File: config.mk
export PLATFORM = sky130hd
export DESIGN_NAME = sysctl_interrupt_mask
export DESIGN_NICKNAME = d
export VERILOG_FILES = /design/src/verilog/sysctl_irq_pkg.sv /design/src/verilog/event_if.sv /design/src/verilog/event_sync.sv /design/src/verilog/raw_status.sv /design/src/verilog/sysctl_interrupt_mask.sv
export SDC_FILE = /design/constraint.sdc
export NUM_CORES = 1
export LEC_CHECK = 0
export BUFFER_PORTS_ARGS = -buffer_cell sky130_fd_sc_hd__buf_4
export CAP_MARGIN = 25
export CORE_ASPECT_RATIO = 0.8
export CORE_MARGIN = 2
export CORE_UTILIZATION = 49
export CTS_BUF_LIST = sky130_fd_sc_hd__clkbuf_4
export DETAILED_ROUTE_END_ITERATION = 8
export GPL_ROUTABILITY_DRIVEN = 0
export HOLD_SLACK_MARGIN = 0.06
export PLACE_DENSITY = 0.84
export SETUP_SLACK_MARGIN = 0.3
export SLEW_MARGIN = 20
export SYNTH_ARGS = -nofsm -noshare
export SYNTH_HDL_FRONTEND = slang
export SYNTH_SLANG_ARGS = --single-unit
File: constraint.sdc
create_clock -name SYS_CLK_IN -period 2 [get_ports SYS_CLK_IN]
set_clock_uncertainty 0.15 [all_clocks]
set_input_delay 0.2 -clock SYS_CLK_IN [delete_from_list [all_inputs] [get_ports SYS_CLK_IN]]
set_output_delay 0.2 -clock SYS_CLK_IN [all_outputs]
set_load 0.05 [all_outputs]
File: src/verilog/sysctl_irq_pkg.sv
// Functional notes
// (RL1) Mask bit 6 gates PLL lock interrupt.
// (RL2) Mask bit 5 gates current limit interrupt.
// (RL3) Mask bit 4 gates internal oscillator fault.
// (RL4) Mask bit 3 gates main oscillator fault.
// (RL5) Mask bit 2 gates regulator unregulated interrupt.
// (RL6) Mask bit 1 gates brown-out interrupt.
// (RL7) Mask bit 0 gates PLL fault interrupt.
// (RL8) Masks at 0x054, reset all masked.
// (RL9) Mask bits 31:7 reserved, read zero.
// (RL10) Raw status set by hardware, read-only.
// (RL11) Masked status at 0x058, write-one clears.
// (RL12) Brown-out interrupt needs select bit clear.
// (RL13) One request: OR of masked events.
package sysctl_irq_pkg;
	localparam int          ADDR_W            = 12;
	localparam int          DATA_W            = 32;
	localparam int          EVT_N             = 7;
	localparam logic [11:0] RAW_STATUS_OFS    = 12'h050;
	localparam logic [11:0] EVENT_MASK_OFS    = 12'h054;
	localparam logic [11:0] MASKED_STATUS_OFS = 12'h058;
	localparam int          PLL_LOCK_BIT      = 6;
	localparam int          CURRENT_LIMIT_BIT = 5;
	localparam int          INT_OSC_BIT       = 4;
	localparam int          MAIN_OSC_BIT      = 3;
	localparam int          REGULATOR_BIT     = 2;
	localparam int          BROWNOUT_BIT      = 1;
	localparam int          PLL_FAULT_BIT     = 0;
	localparam logic [6:0]  EVENT_MASK_RESET  = 7'h00;
	localparam logic [6:0]  RAW_RESET         = 7'h00;
	localparam logic [24:0] RESERVED_READ     = 25'h0000000;
endpackage

File: src/verilog/event_if.sv
`timescale 1ns/1ns
interface event_if;
	logic [6:0] rise;
	logic [6:0] clear;
	logic [6:0] raw;
	modport src  (output rise);
	modport stat (input rise, input clear, output raw);
	modport ctl  (input raw, output clear);
endinterface

File: src/verilog/event_sync.sv
`timescale 1ns/1ns
module event_sync (
	// Clock and reset
	input  wire logic       clk_in,
	input  wire logic       reset_in,
	// Asynchronous event levels
	input  wire logic [6:0] event_in,
	// Synchronised rising edges
	event_if.src            evt
);
	genvar i;
	generate
		for (i = 0; i < sysctl_irq_pkg::EVT_N; i++) begin : g_bit
			logic s1_reg;
			logic s2_reg;
			logic s3_reg;
			logic level_reg;
			always_ff @(posedge clk_in) begin
				if (reset_in) begin
					s1_reg <= 1'b0;
					s2_reg <= 1'b0;
					s3_reg <= 1'b0;
				end else begin
					s1_reg <= event_in[i];
					s2_reg <= s1_reg;
					s3_reg <= s2_reg;
				end
			end
			// A change counts only once the second and third stages agree.
			always_ff @(posedge clk_in) begin
				if (reset_in) begin
					level_reg <= 1'b0;
				end else if (s2_reg == s3_reg) begin
					level_reg <= s3_reg;
				end
			end
			assign evt.rise[i] = (s2_reg == s3_reg) && s3_reg && !level_reg;
		end
	endgenerate
endmodule

File: src/verilog/raw_status.sv
`timescale 1ns/1ns
module raw_status (
	// Clock and reset
	input  wire logic clk_in,
	input  wire logic reset_in,
	// Event edges, clears and sticky raw bits
	event_if.stat     evt
);
	logic [6:0] raw_reg;
	logic [6:0] raw_next;
	// Hardware sets these and a write-one to masked status clears them; a set in the clearing cycle wins.
	always_comb begin
		raw_next = (raw_reg & ~evt.clear) | evt.rise; // RL10
	end
	always_ff @(posedge clk_in) begin
		if (reset_in) begin
			raw_reg <= sysctl_irq_pkg::RAW_RESET;
		end else begin
			raw_reg <= raw_next;
		end
	end
	assign evt.raw = raw_reg;
endmodule

File: src/verilog/sysctl_interrupt_mask.sv
`timescale 1ns/1ns
module sysctl_interrupt_mask (
	// Clock and reset
	input  wire logic        SYS_CLK_IN,
	input  wire logic        RESET_IN,
	// Register port
	input  wire logic [11:0] ADDR_IN,
	input  wire logic [31:0] WR_DATA_IN,
	input  wire logic        WR_IN,
	input  wire logic        RD_IN,
	output logic      [31:0] RD_DATA_OUT,
	// Hardware event levels from the clock, power and PLL monitors
	input  wire logic        PLL_LOCK_IN,
	input  wire logic        CURRENT_LIMIT_IN,
	input  wire logic        INT_OSC_FAULT_IN,
	input  wire logic        MAIN_OSC_FAULT_IN,
	input  wire logic        REGULATOR_FAULT_IN,
	input  wire logic        BROWNOUT_IN,
	input  wire logic        PLL_FAULT_IN,
	// Brown-out interrupt-or-reset select from the brown-out control logic
	input  wire logic        BROWNOUT_IRQ_OR_RESET_SEL_IN,
	// Interrupt request to the processor
	output logic             IRQ_OUT
);
	event_if evt ();

	logic [6:0]  event_level;
	logic [6:0]  event_mask_reg;
	logic [6:0]  event_mask_next;
	logic [6:0]  masked;
	logic [6:0]  clear_mask;
	logic [31:0] rd_data_reg;
	logic [31:0] rd_data_next;
	logic        irq_reg;
	logic        brownout_enable;
	logic        wr_mask;
	logic        wr_clear;

	assign event_level[sysctl_irq_pkg::PLL_LOCK_BIT]      = PLL_LOCK_IN;
	assign event_level[sysctl_irq_pkg::CURRENT_LIMIT_BIT] = CURRENT_LIMIT_IN;
	assign event_level[sysctl_irq_pkg::INT_OSC_BIT]       = INT_OSC_FAULT_IN;
	assign event_level[sysctl_irq_pkg::MAIN_OSC_BIT]      = MAIN_OSC_FAULT_IN;
	assign event_level[sysctl_irq_pkg::REGULATOR_BIT]     = REGULATOR_FAULT_IN;
	assign event_level[sysctl_irq_pkg::BROWNOUT_BIT]      = BROWNOUT_IN;
	assign event_level[sysctl_irq_pkg::PLL_FAULT_BIT]     = PLL_FAULT_IN;

	event_sync u_sync (
		.clk_in   (SYS_CLK_IN),
		.reset_in (RESET_IN),
		.event_in (event_level),
		.evt      (evt)
	);

	raw_status u_raw (
		.clk_in   (SYS_CLK_IN),
		.reset_in (RESET_IN),
		.evt      (evt)
	);

	assign wr_mask  = WR_IN && (ADDR_IN == sysctl_irq_pkg::EVENT_MASK_OFS);
	assign wr_clear = WR_IN && (ADDR_IN == sysctl_irq_pkg::MASKED_STATUS_OFS);

	// Reserved bits 31:7 of a write are dropped.
	always_comb begin
		event_mask_next = event_mask_reg;
		if (wr_mask) begin
			event_mask_next = WR_DATA_IN[6:0]; // RL8 RL9
		end
	end

	always_ff @(posedge SYS_CLK_IN) begin
		if (RESET_IN) begin
			event_mask_reg <= sysctl_irq_pkg::EVENT_MASK_RESET; // RL8
		end else begin
			event_mask_reg <= event_mask_next;
		end
	end

	// Writing one to a masked status bit also clears the matching raw bit.
	always_comb begin
		clear_mask = 7'h00;
		if (wr_clear) begin
			clear_mask = WR_DATA_IN[6:0]; // RL11
		end
	end
	assign evt.clear = clear_mask;

	assign brownout_enable = !BROWNOUT_IRQ_OR_RESET_SEL_IN; // RL12

	always_comb begin
		masked = 7'h00;
		masked[sysctl_irq_pkg::PLL_LOCK_BIT] = evt.raw[sysctl_irq_pkg::PLL_LOCK_BIT]
			&& event_mask_reg[sysctl_irq_pkg::PLL_LOCK_BIT]; // RL1
		masked[sysctl_irq_pkg::CURRENT_LIMIT_BIT] = evt.raw[sysctl_irq_pkg::CURRENT_LIMIT_BIT]
			&& event_mask_reg[sysctl_irq_pkg::CURRENT_LIMIT_BIT]; // RL2
		masked[sysctl_irq_pkg::INT_OSC_BIT] = evt.raw[sysctl_irq_pkg::INT_OSC_BIT]
			&& event_mask_reg[sysctl_irq_pkg::INT_OSC_BIT]; // RL3
		masked[sysctl_irq_pkg::MAIN_OSC_BIT] = evt.raw[sysctl_irq_pkg::MAIN_OSC_BIT]
			&& event_mask_reg[sysctl_irq_pkg::MAIN_OSC_BIT]; // RL4
		masked[sysctl_irq_pkg::REGULATOR_BIT] = evt.raw[sysctl_irq_pkg::REGULATOR_BIT]
			&& event_mask_reg[sysctl_irq_pkg::REGULATOR_BIT]; // RL5
		masked[sysctl_irq_pkg::BROWNOUT_BIT] = evt.raw[sysctl_irq_pkg::BROWNOUT_BIT]
			&& event_mask_reg[sysctl_irq_pkg::BROWNOUT_BIT] && brownout_enable; // RL6 RL12
		masked[sysctl_irq_pkg::PLL_FAULT_BIT] = evt.raw[sysctl_irq_pkg::PLL_FAULT_BIT]
			&& event_mask_reg[sysctl_irq_pkg::PLL_FAULT_BIT]; // RL7
	end

	always_ff @(posedge SYS_CLK_IN) begin
		if (RESET_IN) begin
			irq_reg <= 1'b0;
		end else begin
			irq_reg <= |masked; // RL13
		end
	end

	// Unmapped addresses and reserved bits read as zero.
	always_comb begin
		rd_data_next = 32'h00000000;
		if (RD_IN) begin
			unique case (ADDR_IN)
				sysctl_irq_pkg::RAW_STATUS_OFS: begin
					rd_data_next = {sysctl_irq_pkg::RESERVED_READ, evt.raw}; // RL10
				end
				sysctl_irq_pkg::EVENT_MASK_OFS: begin
					rd_data_next = {sysctl_irq_pkg::RESERVED_READ, event_mask_reg}; // RL9
				end
				sysctl_irq_pkg::MASKED_STATUS_OFS: begin
					rd_data_next = {sysctl_irq_pkg::RESERVED_READ, masked}; // RL11
				end
				default: begin
					rd_data_next = 32'h00000000;
				end
			endcase
		end
	end

	always_ff @(posedge SYS_CLK_IN) begin
		if (RESET_IN) begin
			rd_data_reg <= 32'h00000000;
		end else begin
			rd_data_reg <= rd_data_next;
		end
	end

	assign RD_DATA_OUT = rd_data_reg;
	assign IRQ_OUT     = irq_reg;
endmodule

# After elaboration in Yosys (flattened, before gate mapping)
# Index checks and enable logic that the tools add are counted.
# word_totals
output_inout_bits	33
input_bits	56
reg_bits	75
elab_cells	82
# op_classes
n_mux	2
n_bitwise	4
eq_ne	10
n_reduce_logical	34
# op_table
cell	count
$eq A12 B7 Y1 const B	3
$logic_and A1 B1 Y1	24
$pmux W7 S3	1
$logic_not A1 Y1	8
$and A7 B7 Y7	1
$eq A1 B1 Y1	7
$mux W7	1
$not A7 Y7	1
$or A7 B7 Y7	1
$reduce_or A7 Y1	1
$reduce_or A2 Y1	1
$not A1 Y1	1

# Logic depth before layout (Yosys ltp)
# Gate-level depths: netlist (run 1).
# depth
word_depth	6
ltp_mapped	4
ltp_nobuf	4

# By module
# From an unflattened synthesis (run 1), not the netlist that was laid out.
# unflattened
hier_cells	225
area_unflattened_um2	2318.5
# by_module_without_submodules
module	cells_each	seq_area_each_um2	n_inst	area_each_um2
event_sync	80	560.5	1	1018.5
sysctl_interrupt_mask	117	300.3	1	1002.2
raw_status	28	140.1	1	297.8

# Least setup slack after synthesis (run 1)
# OpenSTA, ideal clock, no wires.
# synth_timing
path_type	input -> register
startpoint	input port ADDR_IN[9]
endpoint	register event_mask_reg[0]
arrival_ns	1.493
path_buffers	0
setup_slack_ns	0.286
setup_ns	0.072
t_required_ns	1.778
path_stages	3
cell_sequence	or4_4 nor4_4 mux2i_1
# synth_between
elab_chain_len	2
# synth_lines
element	line	text
from (decl)	sysctl_interrupt_mask.sv:7	input wire logic [11:0] ADDR_IN,
$eq A12 B7 Y1	sysctl_interrupt_mask.sv:60	assign wr_mask = WR_IN && (ADDR_IN == sysctl_irq_pkg::EVENT_MASK_OFS);
$logic_and A1 B1 Y1	sysctl_interrupt_mask.sv:60	
to (signal assigned)	sysctl_interrupt_mask.sv:73	event_mask_reg <= sysctl_irq_pkg::EVENT_MASK_RESET;
to (signal assigned)	sysctl_interrupt_mask.sv:75	event_mask_reg <= event_mask_next;
to (decl)	sysctl_interrupt_mask.sv:28	logic [6:0] event_mask_reg;
# No other way between the ends.
# A chain may end at the register's enable or synchronous reset.

# Worst setup path in the final report (run 1)
# layout_timing
startpoint	input port ADDR_IN[9]
endpoint	register rd_data_reg[2], in the netlist RD_DATA_OUT[2]
# layout_between
elab_chain_len	2
word_cells_on_any_way	4
cone_classes	eq/ne (3); mux (1)
# layout_lines
element	line	text
$eq A12 B7 Y1	sysctl_interrupt_mask.sv:120	unique case (ADDR_IN)
$pmux W7 S3 (*)	sysctl_interrupt_mask.sv:120	
to (signal assigned)	sysctl_interrupt_mask.sv:141	rd_data_reg <= rd_data_next;
to (decl)	sysctl_interrupt_mask.sv:32	logic [31:0] rd_data_reg;
# Every way passes the cells marked *; elsewhere a longest branch is shown, timed or not.

==> metrics.log, run 1 <==
INFO  metric dp.cells = 301
INFO  metric synthAdderAreaFrac = 4.09%
INFO  metric path_cells = buf_4, or4_4, or3_1, a211oi_1
INFO  metric net-switching-power = 0.462 mW
INFO  metric initial_antenna_violation_count = 0
INFO  metric cell_internal_pwr = 1.36 mW
INFO  metric coreArea = 0.00420 mm2
INFO  metric p_total = 1.83 mW
INFO  metric synth-seq-cells = 50
INFO  metric layout-drive-gt1-share = 19.5%
INFO  metric outcome = complete, no violations
INFO  metric drt-total-wl = 3.46 mm
INFO  metric final.fill_count = 365
INFO  metric p_seq_share = 56.1%
INFO  metric netlist-cell-type-count = 24
INFO  metric category_of_the_worst_setup_path_launch_point = input pin
INFO  metric rsz0062_at_grt = no
INFO  metric most_common_library_cell_in_the_layout_ignoring_fill_and_taps = dfxtp_1
INFO  metric antenna_cells_inserted = 0
INFO  metric synth-main-ff-cell = dfxtp_1
INFO  metric yosys_warn_count = 0
INFO  metric grt.overflow.total = 0
INFO  metric clk_path_buf_depth = 2
INFO  metric drt-vias-per-instance = 4.64
INFO  metric cts_root_buf = clkbuf_4
INFO  metric initialDrtViolationCount = 68
INFO  metric vias = 1504
INFO  metric cts_buffers = 5
INFO  metric comb_power_share = 13.3%
INFO  metric final.setup.tns = 0 ns
INFO  metric clock.fmax = 0.683 GHz
INFO  metric postSynthCellCount = 212
INFO  metric first_global_vias = 1436
INFO  metric clkPwrFrac = 30.6%
INFO  metric dieHeight = 63.1 um
INFO  metric final-setup-viol-count = 0
INFO  metric fin_crit_sh = 73.2%
INFO  metric synth.avg_cell_area = 10.1 um2
INFO  metric synth_mux_area_share = 6.54%
INFO  metric finish.net_count = 329
INFO  metric p_leak = 1.05 nW
INFO  metric routedWlPerCell = 10.7 um
INFO  metric worstPathMaxFanout = 7
INFO  metric seq_area_frac_synth = 46.7%
INFO  metric max_cap_violations = 0
INFO  metric dominant_combinational_cell_family_by_area_after_synthesis = simple AND/OR/NAND/NOR gates
INFO  metric power.density_cell_area = 697 mW/mm2
INFO  metric final_hold_viol_count = 0
INFO  metric layout.area.seq = 0.00100 mm2
INFO  metric post-route-util = 62.3%
INFO  metric clk_latency = 0.36 ns
INFO  metric layout_common_cells = 50 x dfxtp_1, 40 x buf_4, 36 x nor2b_1, 25 x conb_1, 21 x nand2b_1
INFO  metric synth-xor-area-share = 0%
INFO  metric pin_count_of_the_biggest_net_entering_global_routing = 52
INFO  metric post-route-drc-count = 0
INFO  metric detailedRoute.firstPassIterationCount = 4
INFO  metric track_usage = 15.6%
INFO  metric synth_enable_flop_cells = 0
INFO  metric min_delay_worst_type = input pin to flip-flop
INFO  metric synth_compound_gate_area_share = 8.41%
INFO  metric critical_path.endpoint_type = flip-flop
INFO  metric areaGrowthSynthToFinish = 22.2%
INFO  metric placed_area = 0.00239 mm2
INFO  metric htree_levels = 2
INFO  metric hold_slack = 0.0814 ns
INFO  metric port_buffers = 38
INFO  metric layout.cells.non_filler = 324
INFO  metric worst-setup-path-type = input pin to flip-flop
INFO  metric clock-sinks = 50
INFO  metric crit_path_max_incr_delay = 0.56 ns
INFO  metric finalWorstSetupSlack = 0.536 ns
INFO  metric post-place-ws = 0.157 ns
INFO  metric crit_required = 2.13 ns
INFO  metric final_period_minus_worst_setup_slack = 1.46 ns
INFO  metric grt_first_pass_wirelength = 6.09 mm
INFO  metric vdd.ir_drop.worst = 0.416 mV
INFO  metric mapped_area = 0.00214 mm2
INFO  metric dp_hpwl = 2.37 mm
INFO  metric fin_area = 0.00262 mm2
INFO  metric multi_input_area = 0.00102 mm2
INFO  metric async_reset_ff_share = 0%
INFO  metric clock_input_transition_at_the_sequential_cells_of_the_worst_setup_and_hold_paths = 0.14 ns
INFO  metric core.rowCount = 21
INFO  metric antenna_left = 0
INFO  metric die_w = 77.9 um
INFO  metric cts_tree = done
INFO  metric ios = 89
INFO  metric yosys.area_share.simple = 24.1%
INFO  metric timing_max_transition_violations_final = 0
INFO  metric critPathSlowestCell = or4_4
INFO  metric dieArea = 0.00492 mm2
INFO  metric p_sw_share = 25.3%
INFO  metric starting_utilization_of_the_core_area = 51.0%
INFO  metric cp.arrival = 1.59 ns
[worst max-delay path: cells and delay by family]
| family | cells | cell delay (ns) |
|---|---|---|
| compound gates | 1 | 0.25 |
| simple gates | 2 | 1.04 |
| buf+inv | 1 | 0.11 |
[Yosys cell counts (2+ instances only)]
library cell | count | share of area (%)
nor2b_1 | 36 | 11
nand2b_1 | 21 | 6.1
mux2i_1 | 14 | 6.5
nor2_1 | 8 | 1.4
o21ai_0 | 7 | 1.6
dfxtp_1 | 50 | 47
a311oi_1 | 7 | 2.9
a22oi_1 | 2 | 0.70
nand2_1 | 8 | 1.4
buf_4 | 25 | 8.8
a211oi_1 | 7 | 2.5
ha_1 | 7 | 4.1
nand3b_1 | 3 | 1.1
clkbuf_1 | 7 | 1.2
[layer usage]
layer	global-route usage [%]	up-vias	wire, um
met1	18.3	681	1560
li1	-	782	-
met3	4.44	7	180
met2	26.8	34	1660
met4	6.58	0	57
met5	0	-	0
[power groups by stage]
stage          clock network (mW)  logic, mW  registers [mW]
3_3_place_gp                    0      0.216            1.05
6_report                    0.558      0.243            1.02
4_1_cts                     0.580      0.243            1.02
2_1_floorplan                   0      0.201            1.04
3_5_place_dp                    0      0.219            1.05
5_1_grt                     0.636      0.261            1.03
[cell type report]
| cell class | instances | share of cell area (%) |
|---|---|---|
| timing repair buffer | 55 | 17.2 |
| clock inverter | 3 | 1.53 |
| multi-input combinational | 154 | 38.9 |
| sequential | 50 | 38.2 |
| tap | 57 | 2.72 |
| clock buffer | 5 | 1.43 |
[logic make-up after synthesis]
logic type | after synthesis
AOI/OAI and AO/OA | 25
adders and majority gates | 7
buffers and inverters | 32
DFF | 50
muxes | 14
other | 1
and+or+nand+nor | 83
[worst paths after layout]
check	cells past startpoint	startpoint	to	slack, ns
worst max-delay path	4	ADDR_IN[9]	RD_DATA_OUT[2]	0.54
worst min-delay path	4	ADDR_IN[3]	RD_DATA_OUT[1]	0.08
worst max register to register	3	u_raw.evt.raw[1]	IRQ_OUT	0.80
worst min register to register	1	u_sync.g_bit[3].s1_reg	u_sync.g_bit[3].s2_reg	0.30
[timing repair]
item,4_1_cts,5_1_grt
hold endpoints to repair,22,0
hold buffers,15,0
buffers inserted,0,0
gates resized for setup,0,0
Power figures use the tool's default switching activity.
==> inputs of run 2 (changes only) <==
--- a/config.mk
+++ b/config.mk
@@ -9,12 +9,12 @@
 export CAP_MARGIN = 25
 export CORE_ASPECT_RATIO = 0.8
 export CORE_MARGIN = 2
-export CORE_UTILIZATION = 49
+export CORE_UTILIZATION = 44
 export CTS_BUF_LIST = sky130_fd_sc_hd__clkbuf_4
 export DETAILED_ROUTE_END_ITERATION = 8
 export GPL_ROUTABILITY_DRIVEN = 0
 export HOLD_SLACK_MARGIN = 0.06
-export PLACE_DENSITY = 0.84
+export PLACE_DENSITY = 0.8
 export SETUP_SLACK_MARGIN = 0.3
 export SLEW_MARGIN = 20
 export SYNTH_ARGS = -nofsm -noshare
==> constraint.sdc (replaced) <==
create_clock -name SYS_CLK_IN -period 1.2 [get_ports SYS_CLK_IN]
set_clock_uncertainty 0.15 [all_clocks]
set_input_delay 0.12 -clock SYS_CLK_IN [delete_from_list [all_inputs] [get_ports SYS_CLK_IN]]
set_output_delay 0.12 -clock SYS_CLK_IN [all_outputs]
set_load 0.05 [all_outputs]
==> run 2 against run 1 <==
The flow now finishes with violations (negative hold slack, negative setup slack). Clock power is 30% higher. Clock-buffer cell count stayed put. Worst hold slack worse by 0.098 ns. Critical path type unchanged. First-iteration DRC count is 21% lower. Final cell count is 3.1% higher. Wire length is 11% higher. Largest cell class unchanged. Sequential cell count stayed put. Via count is 2.5% higher. Design area is 12% higher. Utilization is 1.1 points higher.
==> metrics.log, run 2 (same netlist as run 1, synthesis figures left out) <==
INFO  metric clock.fmax = 0.760 GHz
INFO  metric final.setup.tns = -0.629 ns
INFO  metric pin_count_of_the_biggest_net_entering_global_routing = 41
INFO  metric crit_required = 1.32 ns
INFO  metric ios = 89
INFO  metric port_buffers = 38
INFO  metric grt.overflow.total = 0
INFO  metric htree_levels = 2
INFO  metric drt-vias-per-instance = 4.62
INFO  metric power.density_cell_area = 989 mW/mm2
INFO  metric critPathCapture = RD_DATA_OUT[4]
INFO  metric met2_usage = 24.4%
INFO  metric layout_common_cells = 35 x nor2b_1, 35 x buf_4, 27 x dfxtp_1, 25 x conb_1, 23 x dfxtp_2
INFO  metric setup.worst_path.start = ADDR_IN[9]
INFO  metric dp_hpwl = 2.73 mm
INFO  metric clock_input_transition_at_the_sequential_cells_of_the_worst_setup_and_hold_paths = 0.14 ns
INFO  metric track_usage = 15.4%
INFO  metric fin_crit_sh = 110%
INFO  metric net-switching-power = 0.802 mW
INFO  metric final_hold_viol_count = 4
INFO  metric regToRegStartpoint = u_raw.evt.raw[1]
INFO  metric p_total = 2.90 mW
INFO  metric max_cap_violations = 0
INFO  metric initialDrtViolationCount = 54
INFO  metric layout-drive-gt1-share = 37.2%
INFO  metric layout.area.seq = 0.00103 mm2
INFO  metric cp.arrival = 1.44 ns
INFO  metric first_global_vias = 1418
INFO  metric critical_path.reg2reg.endpoint = IRQ_OUT
INFO  metric areaGrowthSynthToFinish = 36.9%
INFO  metric die_w = 82.0 um
INFO  metric finalWorstSetupSlack = -0.116 ns
INFO  metric clock-sinks = 50
INFO  metric final.fill_count = 371
INFO  metric antenna_left = 0
INFO  metric p_seq_share = 59.3%
INFO  metric hold_buffers = 14
INFO  metric category_of_the_worst_setup_path_launch_point = input pin
INFO  metric antenna_cells_inserted = 0
INFO  metric r2r_cells = 3
INFO  metric cell_internal_pwr = 2.10 mW
INFO  metric clk_latency = 0.34 ns
INFO  metric reg2reg_slack = 0.01 ns
INFO  metric initial_antenna_violation_count = 0
INFO  metric p_sw_share = 27.7%
INFO  metric comb_power_share = 15.7%
INFO  metric busiest_layer = met2
INFO  metric rsz0062_at_grt = yes
INFO  metric met3_usage = 4.78%
INFO  metric routedWlPerCell = 11.4 um
INFO  metric drt-total-wl = 3.82 mm
INFO  metric worstPathMaxFanout = 7
INFO  metric clkPwrFrac = 25.1%
INFO  metric starting_utilization_of_the_core_area = 46.3%
INFO  metric hold_slack = -0.0163 ns
INFO  metric final_period_minus_worst_setup_slack = 1.32 ns
INFO  metric clk_path_buf_depth = 2
INFO  metric violations = negative hold slack, negative setup slack
INFO  metric min_delay_worst_type = input pin to flip-flop
INFO  metric cts_tree = done
INFO  metric timing_max_transition_violations_final = 0
INFO  metric cts_root_buf = clkbuf_4
INFO  metric final-setup-viol-count = 7
INFO  metric core.rowCount = 22
INFO  metric coreArea = 0.00462 mm2
INFO  metric post-route-drc-count = 0
INFO  metric vdd.ir_drop.worst = 0.764 mV
INFO  metric worst-setup-path-type = input pin to flip-flop
INFO  metric gr_met1_demand_resource = 19.9%
INFO  metric vias = 1542
INFO  metric critical_path.endpoint_type = flip-flop
INFO  metric dieArea = 0.00545 mm2
INFO  metric detailedRoute.firstPassIterationCount = 4
INFO  metric outcome = complete, but fails checks
INFO  metric worstHoldPathCells = 3
INFO  metric grt_first_pass_wirelength = 6.46 mm
INFO  metric p_leak = 1.10 nW
INFO  metric cts_buffers = 5
INFO  metric finish.net_count = 336
INFO  metric multi_input_area = 0.00118 mm2
INFO  metric dieHeight = 66.4 um
INFO  metric post_cts_buffers = 0
==> run 2: worst min path at each step <==
stage	start	endpoint	slack, ns
2_1_floorplan	WR_DATA_IN[0]	u_raw.evt.raw[0]	0.08
3_3_place_gp	WR_DATA_IN[1]	u_raw.evt.raw[1]	0.18
3_5_place_dp	WR_DATA_IN[1]	u_raw.evt.raw[1]	0.18
5_1_grt	RESET_IN	u_raw.evt.raw[1]	-0.02
6_report	RESET_IN	u_raw.evt.raw[1]	-0.02
4_1_cts	RESET_IN	u_raw.evt.raw[1]	-0.03
==> run 2: stage by stage <==
stage          hold WS, ns  worst slack, ns  util [%]  std cells  cell area, um2
2_1_floorplan       0.0793           -0.434         -        236            2380
3_3_place_gp         0.177           -0.560      56.6        312            2620
3_5_place_dp         0.180           -0.596      56.6        312            2620
4_1_cts            -0.0289          -0.0816      63.0        334            2910
5_1_grt            -0.0191           -0.117      63.4        334            2930
6_report           -0.0163           -0.116      63.4        334            2930
==> run 2: per-layer routing <==
| layer | wire length, um | part of all wire (%) | vias to the layer above |
|---|---|---|---|
| met2 | 1730 | 45 | 47 |
| met1 | 1810 | 47 | 696 |
| met5 | 0 | 0 | - |
| met4 | 70 | 1.8 | 0 |
| met3 | 213 | 5.6 | 6 |
| li1 | - | - | 793 |
==> run 2: timing repair <==
action                                  4_1_cts  5_1_grt
endpoints found under the setup margin       37       37
pin swaps                                    13        4
gates resized for setup                      30        4
cloned                                        0        0
endpoints found under the hold margin        50       43
==> run 2: critical path, stage by stage <==
cell	delay (ns)
buf_6	0.09
or4_4	0.57
or3_4	0.47
a211oi_2	0.18
==> run 2: power groups by stage <==
| stage | combinational [mW] | clock [mW] | sequential (mW) |
|---|---|---|---|
| after floorplan | 0.343 | 0 | 1.75 |
| after global placement | 0.402 | 0 | 1.75 |
| after CTS | 0.450 | 0.762 | 1.72 |
| after global routing | 0.488 | 0.827 | 1.72 |
| after detailed placement | 0.407 | 0 | 1.76 |
| final | 0.454 | 0.726 | 1.72 |
==> run 2: cell type report <==
type | instances | area share (%)
Tap cell | 60 | 2.56
Clock buffer | 5 | 1.28
Multi-Input combinational cell | 154 | 40.1
Timing Repair Buffer | 62 | 20.4
Sequential cell | 50 | 35.1
Clock inverter | 3 | 0.555
